### config.mk
export PLATFORM = sky130hd
export DESIGN_NAME = msc_config_regs
export DESIGN_NICKNAME = d
export VERILOG_FILES = /design/src/hdl/msc_pkg.sv /design/src/hdl/msc_config_regs.sv /design/src/hdl/msc_rate_div.sv
export SDC_FILE = /design/constraint.sdc
export NUM_CORES = 1
export LEC_CHECK = 0
export ABC_CLOCK_PERIOD_IN_PS = 2700
export BUFFER_PORTS_ARGS = -buffer_cell sky130_fd_sc_hd__buf_4
export CAP_MARGIN = 20
export CORE_AREA = 2 2 145 147
export CTS_BUF_LIST = sky130_fd_sc_hd__clkbuf_2
export DETAILED_ROUTE_END_ITERATION = 10
export DIE_AREA = 0 0 147 149
export HOLD_SLACK_MARGIN = 0.03
export SLEW_MARGIN = 20
export SYNTH_ARGS = -nofsm -noshare
export SYNTH_HDL_FRONTEND = slang
export SYNTH_SLANG_ARGS = --single-unit
### constraint.sdc
create_clock -name core_clk -period 2.7 [get_ports core_clk]
set_clock_uncertainty 0.1 [all_clocks]
set_input_delay 0.405 -clock core_clk [delete_from_list [all_inputs] [get_ports core_clk]]
set_output_delay 0.405 -clock core_clk [all_outputs]
set_load 0.05 [all_outputs]
### src/hdl/msc_pkg.sv
/*
 * Constants, field layouts and carrier types for the motion sensor
 * configuration register bank.
 * Assumes a single 50 MHz core clock and an APB register port.
 */
package msc_pkg;

    // Clock and sensor data rates
    localparam int unsigned CLK_HZ      = 50_000_000;
    localparam int unsigned RATE_1K_HZ  = 1000;
    localparam int unsigned RATE_4K_HZ  = 4000;
    localparam int unsigned RATE_8K_HZ  = 8000;
    localparam int unsigned RATE_32K_HZ = 32000;
    localparam int unsigned PERIOD_1K   = CLK_HZ / RATE_1K_HZ;
    localparam int unsigned PERIOD_4K   = CLK_HZ / RATE_4K_HZ;
    localparam int unsigned PERIOD_8K   = CLK_HZ / RATE_8K_HZ;
    localparam logic [15:0] PERIOD_32K  = 16'(CLK_HZ / RATE_32K_HZ);

    localparam int unsigned APB_AW = 12;

    // Register indices; byte address is four times the index
    localparam logic [7:0] IDX_RATE_DIV   = 8'h19;
    localparam logic [7:0] IDX_GYRO_FILT  = 8'h1A;
    localparam logic [7:0] IDX_GYRO       = 8'h1B;
    localparam logic [7:0] IDX_ACCEL      = 8'h1C;
    localparam logic [7:0] IDX_ACCEL_FILT = 8'h1D;
    localparam logic [7:0] IDX_LOW_POWER  = 8'h1E;
    localparam logic [7:0] IDX_ACCEL_LP   = 8'h20;
    localparam logic [7:0] IDX_STATUS     = 8'h21;

    localparam logic [11:0] ADDR_RATE_DIV   = {2'h0, IDX_RATE_DIV, 2'h0};
    localparam logic [11:0] ADDR_GYRO_FILT  = {2'h0, IDX_GYRO_FILT, 2'h0};
    localparam logic [11:0] ADDR_GYRO       = {2'h0, IDX_GYRO, 2'h0};
    localparam logic [11:0] ADDR_ACCEL      = {2'h0, IDX_ACCEL, 2'h0};
    localparam logic [11:0] ADDR_ACCEL_FILT = {2'h0, IDX_ACCEL_FILT, 2'h0};
    localparam logic [11:0] ADDR_LOW_POWER  = {2'h0, IDX_LOW_POWER, 2'h0};
    localparam logic [11:0] ADDR_ACCEL_LP   = {2'h0, IDX_ACCEL_LP, 2'h0};
    localparam logic [11:0] ADDR_STATUS     = {2'h0, IDX_STATUS, 2'h0};

    // Reset values
    localparam logic [7:0] RST_REG = 8'h00;

    // Writable bits; reserved bits stay zero
    localparam logic [7:0] WMASK_RATE_DIV   = 8'hFF;
    localparam logic [7:0] WMASK_GYRO_FILT  = 8'h07;
    localparam logic [7:0] WMASK_GYRO       = 8'hFB;
    localparam logic [7:0] WMASK_ACCEL      = 8'hF8;
    localparam logic [7:0] WMASK_ACCEL_FILT = 8'h3F;
    localparam logic [7:0] WMASK_LOW_POWER  = 8'hF0;
    localparam logic [7:0] WMASK_ACCEL_LP   = 8'h01;

    // Field positions
    localparam int unsigned SELFTEST_LSB   = 5;
    localparam int unsigned RANGE_LSB      = 3;
    localparam int unsigned GBYPASS_LSB    = 0;
    localparam int unsigned AAVG_LSB       = 4;
    localparam int unsigned ABYPASS_BIT    = 3;
    localparam int unsigned ASETTING_LSB   = 0;
    localparam int unsigned GCYCLE_BIT     = 7;
    localparam int unsigned GAVG_LSB       = 4;
    localparam int unsigned ALP_EN_BIT     = 0;

    // Scale bases
    localparam logic [11:0] GYRO_DPS_MIN   = 12'h0FA;
    localparam logic [4:0]  ACCEL_G_MIN    = 5'h02;
    localparam logic [5:0]  ACCEL_AVG_MIN  = 6'h04;
    localparam logic [7:0]  GYRO_AVG_MIN   = 8'h01;

    typedef enum logic [1:0] {GR_1K, GR_8K, GR_32K} msc_grate_t;

    typedef enum logic {ACC_SLEEP, ACC_AWAKE} msc_lp_state_t;

    typedef struct packed {
        logic [5:0]  selftest;
        logic [1:0]  gyro_range_select;
        logic [11:0] gyro_fullscale_dps;
        logic [1:0]  gyro_filter_bypass;
        logic [2:0]  gyro_filter_setting;
        logic        gyro_filter_active;
        msc_grate_t  gyro_rate;
        logic        gyro_lowpower_en;
        logic [2:0]  gyro_lowpower_average;
        logic [7:0]  gyro_avg_count;
        logic [1:0]  accel_range_select;
        logic [4:0]  accel_fullscale_g;
        logic        accel_filter_bypass;
        logic [2:0]  accel_filter_setting;
        logic        accel_lowpower_en;
        logic [1:0]  accel_lowpower_average;
        logic [5:0]  accel_avg_count;
        logic [7:0]  rate_divider;
    } msc_cfg_t;

endpackage

### src/hdl/msc_config_regs.sv
/*
 * Configuration register bank of a gyroscope and accelerometer path,
 * with the derived sensing settings and the output sample strobes.
 * Assumes an APB master on core_clk and sensor logic that reads cfg.
 */
// Notes on behaviour
// - gyro range 250 to 2000 dps
// - gyro bypass field selects filter or bypass
// - accel range 2, 4, 8, 16 g
// - accel low-power average 4 to 32
// - accel bypass bit gives 4 kHz unfiltered
// - accel filter setting 0-7, 1 kHz
// - output rate divided by one plus divider
// - accel low-power wakes once per output sample
// - gyro cycle bit enables low-power, resets 0
// - gyro low-power average field, resets 000
// - four registers at consecutive indices from 1B
// - gyro filtering from bypass and filter setting
// - gyro low-power ignores gyro filter setting
`timescale 1ns/100ps
module msc_config_regs
    import msc_pkg::*;
#(
    parameter int unsigned P_PERIOD_1K = PERIOD_1K,
    parameter int unsigned P_PERIOD_4K = PERIOD_4K,
    parameter int unsigned P_PERIOD_8K = PERIOD_8K
) (
    input  wire logic               core_clk,
    input  wire logic               nrst,
    input  wire logic [APB_AW-1:0]  paddr,
    input  wire logic               psel,
    input  wire logic               penable,
    input  wire logic               pwrite,
    input  wire logic [31:0]        pwdata,
    output logic      [31:0]        prdata,
    output logic                    pready,
    output logic                    pslverr,
    output msc_cfg_t                cfg,
    output logic                    gyro_sample,
    output logic                    accel_sample,
    output logic                    accel_awake
);

    localparam logic [15:0] PER_1K = 16'(P_PERIOD_1K);
    localparam logic [15:0] PER_4K = 16'(P_PERIOD_4K);
    localparam logic [15:0] PER_8K = 16'(P_PERIOD_8K);

    logic [7:0]    rate_div_q;
    logic [7:0]    gyro_filt_q;
    logic [7:0]    gyro_q;
    logic [7:0]    accel_q;
    logic [7:0]    accel_filt_q;
    logic [7:0]    low_power_q;
    logic [7:0]    accel_lp_q;
    logic [7:0]    status_d;
    logic [31:0]   rd_d;
    logic          hit_d;
    logic          setup;
    logic          wr_en;
    msc_cfg_t      cfg_d;
    logic [15:0]   gyro_period;
    logic [15:0]   accel_period;
    logic          gyro_out;
    logic          accel_base;
    logic          accel_out;
    msc_lp_state_t lp_state_q;
    logic [5:0]    lp_cnt_q;

    // APB: zero-wait, answer in the cycle after setup
    assign setup = psel & ~penable;
    assign wr_en = psel & penable & pready & pwrite & ~pslverr;

    always_comb begin
        rd_d  = 32'h0000_0000;
        hit_d = 1'b1;
        case (paddr)
            ADDR_RATE_DIV:   rd_d[7:0] = rate_div_q;
            ADDR_GYRO_FILT:  rd_d[7:0] = gyro_filt_q;
            ADDR_GYRO:       rd_d[7:0] = gyro_q;
            ADDR_ACCEL:      rd_d[7:0] = accel_q;
            ADDR_ACCEL_FILT: rd_d[7:0] = accel_filt_q;
            ADDR_LOW_POWER:  rd_d[7:0] = low_power_q;
            ADDR_ACCEL_LP:   rd_d[7:0] = accel_lp_q;
            ADDR_STATUS:     rd_d[7:0] = status_d;
            default:         hit_d     = 1'b0;
        endcase
    end

    always_ff @(posedge core_clk or negedge nrst) begin
        if (!nrst) begin
            pready  <= 1'b0;
            pslverr <= 1'b0;
        end else begin
            pready  <= setup;
            pslverr <= setup & ~hit_d;
        end
    end

    always_ff @(posedge core_clk or negedge nrst) begin
        if (!nrst) begin
            prdata <= 32'h0000_0000;
        end else if (setup) begin
            prdata <= pwrite ? 32'h0000_0000 : rd_d;
        end
    end

    // Register writes; masks keep reserved bits at zero
    always_ff @(posedge core_clk or negedge nrst) begin
        if (!nrst) begin
            gyro_q <= RST_REG;
        end else if (wr_en && paddr == ADDR_GYRO) begin
            gyro_q <= pwdata[7:0] & WMASK_GYRO;
        end
    end

    always_ff @(posedge core_clk or negedge nrst) begin
        if (!nrst) begin
            accel_q <= RST_REG;
        end else if (wr_en && paddr == ADDR_ACCEL) begin
            accel_q <= pwdata[7:0] & WMASK_ACCEL;
        end
    end

    always_ff @(posedge core_clk or negedge nrst) begin
        if (!nrst) begin
            accel_filt_q <= RST_REG;
        end else if (wr_en && paddr == ADDR_ACCEL_FILT) begin
            accel_filt_q <= pwdata[7:0] & WMASK_ACCEL_FILT;
        end
    end

    // Lower nibble reserved here; wake-rate field is not kept
    always_ff @(posedge core_clk or negedge nrst) begin
        if (!nrst) begin
            low_power_q <= RST_REG;
        end else if (wr_en && paddr == ADDR_LOW_POWER) begin
            low_power_q <= pwdata[7:0] & WMASK_LOW_POWER;
        end
    end

    // Shared by both paths; a smaller value acts at the next base tick
    always_ff @(posedge core_clk or negedge nrst) begin
        if (!nrst) begin
            rate_div_q <= RST_REG;
        end else if (wr_en && paddr == ADDR_RATE_DIV) begin
            rate_div_q <= pwdata[7:0] & WMASK_RATE_DIV;
        end
    end

    // Only the filter setting is kept; other bits read zero
    always_ff @(posedge core_clk or negedge nrst) begin
        if (!nrst) begin
            gyro_filt_q <= RST_REG;
        end else if (wr_en && paddr == ADDR_GYRO_FILT) begin
            gyro_filt_q <= pwdata[7:0] & WMASK_GYRO_FILT;
        end
    end

    always_ff @(posedge core_clk or negedge nrst) begin
        if (!nrst) begin
            accel_lp_q <= RST_REG;
        end else if (wr_en && paddr == ADDR_ACCEL_LP) begin
            accel_lp_q <= pwdata[7:0] & WMASK_ACCEL_LP;
        end
    end

    // Derived sensing settings
    always_comb begin
        cfg_d = '0;
        cfg_d.selftest = {gyro_q[SELFTEST_LSB +: 3], accel_q[SELFTEST_LSB +: 3]};
        cfg_d.gyro_range_select = gyro_q[RANGE_LSB +: 2];
        cfg_d.gyro_fullscale_dps = GYRO_DPS_MIN << gyro_q[RANGE_LSB +: 2];
        cfg_d.gyro_filter_bypass = gyro_q[GBYPASS_LSB +: 2];
        cfg_d.gyro_filter_setting = gyro_filt_q[2:0];
        cfg_d.gyro_lowpower_en = low_power_q[GCYCLE_BIT];
        cfg_d.gyro_lowpower_average = low_power_q[GAVG_LSB +: 3];
        cfg_d.gyro_avg_count = GYRO_AVG_MIN << low_power_q[GAVG_LSB +: 3];
        // Normal filter only with bypass 00 and not cycling
        cfg_d.gyro_filter_active = (gyro_q[GBYPASS_LSB +: 2] == 2'h0)
                                   && !low_power_q[GCYCLE_BIT];
        if (gyro_q[GBYPASS_LSB] || gyro_q[GBYPASS_LSB + 1]) begin
            cfg_d.gyro_rate = GR_32K;
        end else if (low_power_q[GCYCLE_BIT]) begin
            cfg_d.gyro_rate = GR_1K;
        end else if (gyro_filt_q[2:0] == 3'h0 || gyro_filt_q[2:0] == 3'h7) begin
            cfg_d.gyro_rate = GR_8K;
        end else begin
            cfg_d.gyro_rate = GR_1K;
        end
        cfg_d.accel_range_select = accel_q[RANGE_LSB +: 2];
        cfg_d.accel_fullscale_g = ACCEL_G_MIN << accel_q[RANGE_LSB +: 2];
        cfg_d.accel_filter_bypass = accel_filt_q[ABYPASS_BIT];
        cfg_d.accel_filter_setting = accel_filt_q[ASETTING_LSB +: 3];
        cfg_d.accel_lowpower_en = accel_lp_q[ALP_EN_BIT];
        cfg_d.accel_lowpower_average = accel_filt_q[AAVG_LSB +: 2];
        cfg_d.accel_avg_count = ACCEL_AVG_MIN << accel_filt_q[AAVG_LSB +: 2];
        cfg_d.rate_divider = rate_div_q;
    end

    always_ff @(posedge core_clk or negedge nrst) begin
        if (!nrst) begin
            cfg <= '0;
        end else begin
            cfg <= cfg_d;
        end
    end

    // Base periods follow the registered settings
    always_comb begin
        case (cfg.gyro_rate)
            GR_32K:  gyro_period = PERIOD_32K;
            GR_8K:   gyro_period = PER_8K;
            default: gyro_period = PER_1K;
        endcase
        // Filtered accel rate is 1 kHz for every filter setting
        accel_period = cfg.accel_filter_bypass ? PER_4K : PER_1K;
    end

    msc_rate_div u_gyro_div (
        .core_clk  (core_clk),
        .nrst      (nrst),
        .period    (gyro_period),
        .divide    (cfg.rate_divider),
        .base_tick (),
        .out_tick  (gyro_out)
    );

    msc_rate_div u_accel_div (
        .core_clk  (core_clk),
        .nrst      (nrst),
        .period    (accel_period),
        .divide    (cfg.rate_divider),
        .base_tick (accel_base),
        .out_tick  (accel_out)
    );

    // Gyro base tick is left unconnected; only the divided tick leaves
    always_ff @(posedge core_clk or negedge nrst) begin
        if (!nrst) begin
            gyro_sample <= 1'b0;
        end else begin
            gyro_sample <= gyro_out;
        end
    end

    // Accel duty cycle: wake on each output tick, sleep after averaging.
    // A tick during a wake is dropped, so long averages cap the rate.
    always_ff @(posedge core_clk or negedge nrst) begin
        if (!nrst) begin
            lp_state_q   <= ACC_SLEEP;
            lp_cnt_q     <= 6'h00;
            accel_awake  <= 1'b0;
            accel_sample <= 1'b0;
        end else begin
            accel_sample <= 1'b0;
            case (lp_state_q)
                ACC_SLEEP: begin
                    lp_cnt_q <= 6'h00;
                    if (!cfg.accel_lowpower_en) begin
                        accel_sample <= accel_out;
                    end else if (accel_out) begin
                        lp_state_q  <= ACC_AWAKE;
                        accel_awake <= 1'b1;
                    end
                end
                ACC_AWAKE: begin
                    if (!cfg.accel_lowpower_en) begin
                        lp_state_q  <= ACC_SLEEP;
                        accel_awake <= 1'b0;
                    end else if (accel_base) begin
                        if (lp_cnt_q >= cfg.accel_avg_count - 6'h01) begin
                            accel_sample <= 1'b1;
                            lp_cnt_q     <= 6'h00;
                            // A tick on the closing edge starts the next wake at once
                            if (!accel_out) begin
                                lp_state_q  <= ACC_SLEEP;
                                accel_awake <= 1'b0;
                            end
                        end else begin
                            lp_cnt_q <= lp_cnt_q + 6'h01;
                        end
                    end
                end
                default: begin
                    lp_state_q  <= ACC_SLEEP;
                    accel_awake <= 1'b0;
                end
            endcase
        end
    end

    // Status: live rate and mode state, read only
    always_comb begin
        status_d      = 8'h00;
        status_d[1:0] = cfg.gyro_rate;
        status_d[2]   = cfg.accel_filter_bypass;
        status_d[3]   = cfg.gyro_lowpower_en;
        status_d[4]   = (lp_state_q == ACC_AWAKE);
        status_d[5]   = cfg.gyro_filter_active;
    end

endmodule // msc_config_regs

### src/hdl/msc_rate_div.sv
/*
 * Sample strobe generator: base rate tick from a cycle period, then an
 * output tick every (1 + divide) base ticks.
 * Assumes period and divide come from registers on the same clock.
 */
`timescale 1ns/100ps
module msc_rate_div
    import msc_pkg::*;
(
    input  wire logic        core_clk,
    input  wire logic        nrst,
    input  wire logic [15:0] period,
    input  wire logic [7:0]  divide,
    output logic             base_tick,
    output logic             out_tick
);

    logic [15:0] cyc_q;
    logic [7:0]  div_q;
    logic        base_d;

    // Compare with >= so a shorter period written mid-count still wraps
    assign base_d = (cyc_q >= (period - 16'h0001));

    always_ff @(posedge core_clk or negedge nrst) begin
        if (!nrst) begin
            cyc_q     <= 16'h0000;
            base_tick <= 1'b0;
        end else begin
            cyc_q     <= base_d ? 16'h0000 : cyc_q + 16'h0001;
            base_tick <= base_d;
        end
    end

    always_ff @(posedge core_clk or negedge nrst) begin
        if (!nrst) begin
            div_q    <= 8'h00;
            out_tick <= 1'b0;
        end else begin
            out_tick <= 1'b0;
            if (base_d) begin
                if (div_q >= divide) begin
                    div_q    <= 8'h00;
                    out_tick <= 1'b1;
                end else begin
                    div_q <= div_q + 8'h01;
                end
            end
        end
    end

endmodule // msc_rate_div

# Word level (Yosys, flattened, before mapping)
# Cells that the tools add are included.
[totals] wordCells=139 out_inout_bits=105 input_bits=49 regBits=197
[op_classes] n_mux=38 eq_ne=18 reduce_logical=16 n_lt_le_gt_ge=5 shifts=4 add_sub_neg=8 bitwise=10
[op_table] cell="== test 12 x 7 -> 1 bit, second input constant" n=6
[op_table] cell="case mux 8 bit (8 select lines)" n=1
[op_table] cell="2-to-1 mux 16 bit" n=3
[op_table] cell="adder 16 x 1 -> 16 bit, second input constant" n=2
[op_table] cell=">= comparator 16 bit" n=2
[op_table] cell="case mux 16 bit (2 select lines)" n=1
[op_table] cell="subtractor 16 x 1 -> 16 bit, second input constant" n=2
[op_table] cell="== test 12 x 8 -> 1 bit, second input constant" n=2
[op_table] cell="2-to-1 mux 8 bit" n=3
[op_table] cell="2-to-1 mux 1 bit" n=22
[op_table] cell="2-to-1 mux 6 bit" n=3
[op_table] cell="adder 8 x 1 -> 8 bit, second input constant" n=2
[op_table] cell=">= comparator 8 bit" n=2
[op_table] cell="case mux 6 bit (2 select lines)" n=1
[op_table] cell="left shift 8 x 2 -> 12 bit, first input constant" n=1
[op_table] cell="logical AND 1 bit" n=8
[op_table] cell="OR reduction 8 bit" n=1
[op_table] cell="left shift 1 x 3 -> 8 bit, first input constant" n=1
[op_table] cell="adder 6 x 1 -> 6 bit, second input constant" n=1
[op_table] cell="AND 1 bit" n=6
[op_table] cell=">= comparator 6 bit" n=1
[op_table] cell="inequality test 3 x 2 -> 1 bit, second input constant" n=2
[op_table] cell="case mux 1 bit (2 select lines)" n=3
[op_table] cell="left shift 3 x 2 -> 6 bit, first input constant" n=1
[op_table] cell="other kinds (16)" n=22

# Depth between registers and ports, before layout
[logic_depth] ltp_word=6 depth_mapped=11 ltp_nobuf=10

# Hierarchy
# A second synthesis with hierarchy kept.
[hier_totals] hier_cells=828 area_unflattened_um2=8871.0
[by_module_without_submodules] module="msc_config_regs" cells_per_inst=390 seq_area_each_um2=2877.8 n_inst=1 area_each_um2=4909.7
[by_module_without_submodules] module="msc_rate_div" cells_per_inst=219 seq_area_each_um2=650.6 n_inst=2 area_each_um2=1980.6

# Worst setup path after synthesis
# No wires, ideal clock.
[synth_path] path_kind="register -> register" from="reg cfg[40] (netlist bit)" to="reg u_gyro_div.cyc_q[10]" required_ns=2.468 stages_incl_launch_ff=12 synth_period_minus_slack_ns=2.829 setup_ns=0.132 arrival_ns=2.597 slack_ns=-0.129 path_buffers=2 cell_sequence="dfrtp_1 -> inv_1 -> ha_1 -> inv_1 -> ha_1 -> nand3_1 -> nand2_1 -> a311oi_1 -> o311ai_0 -> clkbuf_1 -> clkbuf_1 -> nor2_1"
[synth_between] elab_chain_cells=5 word_cells_on_any_way=6 cone_classes="add/sub: 1; order compare: 1; eq/ne: 2; mux: 2"
[synth_rtl] element="from (decl)" line="msc_config_regs.sv:38" rtl="output msc_cfg_t cfg,"
[synth_rtl] element="from (signal assigned)" line="msc_config_regs.sv:204" rtl="cfg <= cfg_d;"
[synth_rtl] element="== test 2 x 1 -> 1 bit or == test 2 bit (tied branches)" line="msc_config_regs.sv:210" rtl="case (cfg.gyro_rate)"
[synth_rtl] element="case mux 16 bit (2 select lines) *" line="msc_config_regs.sv:210"
[synth_rtl] element="subtractor 16 x 1 -> 16 bit *" line="msc_rate_div.sv:23" rtl="assign base_d = (cyc_q >= (period - 16'h0001));"
[synth_rtl] element=">= comparator 16 bit *" line="msc_rate_div.sv:23"
[synth_rtl] element="2-to-1 mux 16 bit *" line="msc_rate_div.sv:30" rtl="cyc_q <= base_d ? 16'h0000 : cyc_q + 16'h0001;"
[synth_rtl] element="to (signal assigned)" line="msc_rate_div.sv:30"
[synth_rtl] element="to (decl)" line="msc_rate_div.sv:18" rtl="logic [15:0] cyc_q;"
# Every way passes the cells marked *; elsewhere a longest branch is shown, timed or not.
# A chain may end at the register's enable or synchronous reset.

# Worst setup path after layout
[layout_path] from="in paddr[2]" to="reg accel_q[3]"
[layout_between] elab_chain_cells=2
[layout_rtl] element="from (decl)" line="msc_config_regs.sv:30" rtl="input wire logic [APB_AW-1:0] paddr,"
[layout_rtl] element="== test 12 x 7 -> 1 bit" line="msc_config_regs.sv:119" rtl="end else if (wr_en && paddr == ADDR_ACCEL) begin"
[layout_rtl] element="logical AND 1 bit" line="msc_config_regs.sv:119"
[layout_rtl] element="to (signal assigned)" line="msc_config_regs.sv:120" rtl="accel_q <= pwdata[7:0] & WMASK_ACCEL;"
[layout_rtl] element="to (decl)" line="msc_config_regs.sv:51" rtl="logic [7:0] accel_q;"
# No other way between the ends.

==> results.py <==
metrics = {
    "power_and_ir_drop": {
        "swShare_pct": 30.6,
        "p_seq_share_pct": 57.8,
        "leakage_nw": 4.70,
        "power_switching_mw": 1.34,
        "p_per_area_nw_per_um2": 456,
        "peakVddDrop_v": 0.000285,
        "p_clk_share_pct": 34.1,
        "internal_power_mw": 3.04,
        "combPwrFrac_pct": 8.0,
    },
    "logic_synthesis": {
        "synth_area_um2": 7950,
        "synth_edf_count": 0,
        "yosysWarnings": 0,
        "postSynthAreaPerCell_um2": 11.1,
        "seq_area_frac_synth_pct": 52.2,
        "async_flop_share_pct": 100,
        "synth_flop_cell": "dfrtp_1",
        "synth_cells": 716,
        "synth_cell_types": 61,
        "ys_seq_elements": 166,
    },
    "detailed_routing": {
        "firstDrtPassIters": 4,
        "avgViaCountPerCell": 4.91,
        "routedWlPerCell_um": 14.7,
        "via_count": 5640,
        "drtIter0Drc": 215,
        "wirelength_mm": 16.9,
        "postRouteAntennaNets": 0,
        "drcViolationCount": 0,
    },
    "floorplan": {
        "dieArea_um2": 21900,
        "fp.dieW_um": 147,
        "core_um2": 20600,
        "fp.dieH_um": 149,
        "num_rows": 53,
        "start_util_pct": 38.7,
        "ios": 154,
    },
    "timing": {
        "finalHoldViolCount": 0,
        "rsz0062_at_grt": "no",
        "tightest_slew_ps": 781,
        "finalCritPeriodShare_pct": 99.0,
        "setup_violations": 0,
        "slew_violations": 0,
        "max_clock_freq_mhz": 374,
        "worst_slack_ps": 28.1,
        "slew-limit-headroom_pct": 47.4,
        "timing.final.crit_period_ps": 2670,
    },
    "setup_path": {
        "crit_start": "paddr[2]",
        "critPathLaunchType": "primary input",
        "r2r-start": "cfg[40]",
        "critPathArrivalTime_ps": 3290,
        "max_stage_delay_ps": 610,
        "path_buf_inv": 4,
        "critical_path.top_delay_family": "buffers and inverters",
        "required_ps": 3320,
        "slowest_stage": "dlygate4sd3_1",
        "crit_path_end_kind": "flop",
        "crit_fanout": 11,
        "path_common_cell": "dlygate4sd3_1",
        "criticalPathCategory": "primary input to flop",
        "path_cells": "dlygate4sd3_1, buf_4, or4_4, dlygate4sd3_1, nor3_4, nand2_1, dlygate4sd3_1, o21ai_0",
    },
    "placed_design": {
        "dp_hpwl_mm": 12.2,
        "place.gp.congestion": 0.808,
        "place_area_um2": 9010,
        "port_buffers": 100,
        "post-place-ws_ps": -79.4,
    },
    "finish": {
        "nFillCells": 1961,
        "drive_above_1_share_pct": 23.8,
        "stdcell_area_um2": 9600,
        "fin_nets": 963,
        "areaGrowthSynthToFinish_pct": 20.7,
    },
    "global_routing": {
        "grt_pass1_wl_mm": 28.0,
        "grt.overflow.total": 0,
        "grt_usage_pct": 16.2,
        "grt_max_degree": 62,
        "first_global_vias": 5487,
        "antenna_found_initial": 1,
    },
    "clock_network": {
        "clk_latency_ps": 780,
        "cts_buffers": 17,
        "cts.sinks": 166,
        "root_buffer": "clkbuf_2",
        "htree_levels": 4,
        "cts_buffer_depth": 2,
        "clk_pin_slew_worst_paths_ps": 300,
        "cts_tree": "built",
    },
    "status": {
        "status": "complete, no violations",
    },
    "hold_path": {
        "worstHoldStart": "paddr[6]",
        "min_path_type": "primary input to flop",
    },
    "job": {
        "maxCapViolCount": 0,
    },
}
## synthesized netlist by cell type (13+ instances only)
| cell type | n | share of area, % |
|---|---|---|
| dfrtp_1 | 166 | 52 |
| nor2_1 | 63 | 3.0 |
| ha_1 | 54 | 8.5 |
| nand2_1 | 49 | 2.3 |
| mux2_2 | 34 | 4.8 |
| buf_4 | 32 | 3.0 |
| o21ai_0 | 32 | 2.0 |
| nand3_1 | 31 | 2.0 |
| inv_1 | 28 | 1.3 |
| a21oi_1 | 23 | 1.4 |
| xor2_1 | 17 | 1.9 |
| clkbuf_1 | 13 | 0.61 |
| xnor2_1 | 13 | 1.4 |
## timing repair
action	in CTS	in global routing
resized for setup	1	6
endpoints found under the hold margin	210	0
gates cloned	0	0
endpoints found under the setup margin	21	31
hold buffers	22	0
buffers inserted	0	5
pin swaps	0	2
## per-layer routing
metal	GRT usage, %	share of wire [%]	vias up
li1	-	-	2761
met2	25.5	47	109
met4	5.10	1.5	0
met1	22.7	48	2755
met5	0	0	-
met3	3.30	3.3	15
## sequential cells by signal, indices dropped and copies added, names as in the netlist, 7 cells and up
| signal | flops |
|---|---|
| u_accel_div.div_q | 8 |
| u_accel_div.cyc_q | 16 |
| u_gyro_div.div_q | 8 |
| prdata | 8 |
| u_gyro_div.cyc_q | 16 |
| cfg | 61 |
| rate_div_q | 8 |
| gyro_q | 7 |
## power by group through the flow
stage / registers, mW / logic [mW] / clock network (mW)
2_1_floorplan: 2.57 / 0.226 / 0
3_3_place_gp: 2.57 / 0.323 / 0
3_5_place_dp: 2.57 / 0.328 / 0
4_1_cts: 2.53 / 0.355 / 1.55
5_1_grt: 2.54 / 0.391 / 1.65
6_report: 2.53 / 0.351 / 1.49
## cells in the final DEF (no fill, tap or decap), drive strengths merged, types with 12 or more instances in the layout
cell type    count
mux2            35
xnor2           13
nand2           51
buf            121
nor2            64
dlygate4sd3     21
nand3           31
and3            12
clkbuf          17
conb            32
dfrtp          166
xor2            17
a21oi           23
ha              54
o21ai           36
inv             34
## worst min-delay path: cells and delay by family
kind,cells,cell delay [ps]
compound gates,1,90
buf+inv,1,120
simple gates,3,350
## cell families after synthesis
group           share of synthesized area (%)
buf+inv                                  5.14
flops                                    52.2
other cells                            0.0944
simple gates                             16.0
fa+ha+maj                                8.49
mux                                      6.34
xor+xnor                                 3.30
compound gates                           8.40
## per-stage QoR
stage | util (%) | cells | hold WS [ps] | power [mW] | TNS, ps
after floorplan | - | 746 | 9.41 | 2.80 | 0
after global placement | 43.8 | 1089 | 278 | 2.89 | -266
after detailed placement | 43.8 | 1089 | 281 | 2.90 | -788
after CTS | 46.4 | 1143 | 37.7 | 4.43 | 0
after global routing | 46.7 | 1149 | 70.7 | 4.58 | 0
final | 46.7 | 1149 | 84.6 | 4.37 | 0
## final timing paths
| kind | endpoint | cells past startpoint | slack (ps) |
|---|---|---|---|
| min reg2reg | gyro_sample | 0 | 320 |
| min | pslverr | 5 | 80 |
| min in group asynchronous | cfg[15] | 4 | 600 |
| max reg2reg | u_gyro_div.div_q[6] | 11 | 160 |
| max | accel_q[3] | 8 | 30 |
| max in group asynchronous | cfg[20] | 4 | 1550 |
## final cells by class
| class | instances | area (µm²) | share of cell area (%) |
|---|---|---|---|
| sequential | 166 | 4160 | 43.3 |
| tap | 275 | 344 | 3.58 |
| multi-input combinational | 505 | 3540 | 36.8 |
| clock buffer | 17 | 85.1 | 0.886 |
| clock inverter | 15 | 209 | 2.18 |
| inverter | 28 | 105 | 1.10 |
| timing repair buffer | 142 | 1160 | 12.1 |
| antenna | 1 | 2.50 | 0.0261 |
Power figures use the tool's default switching activity.
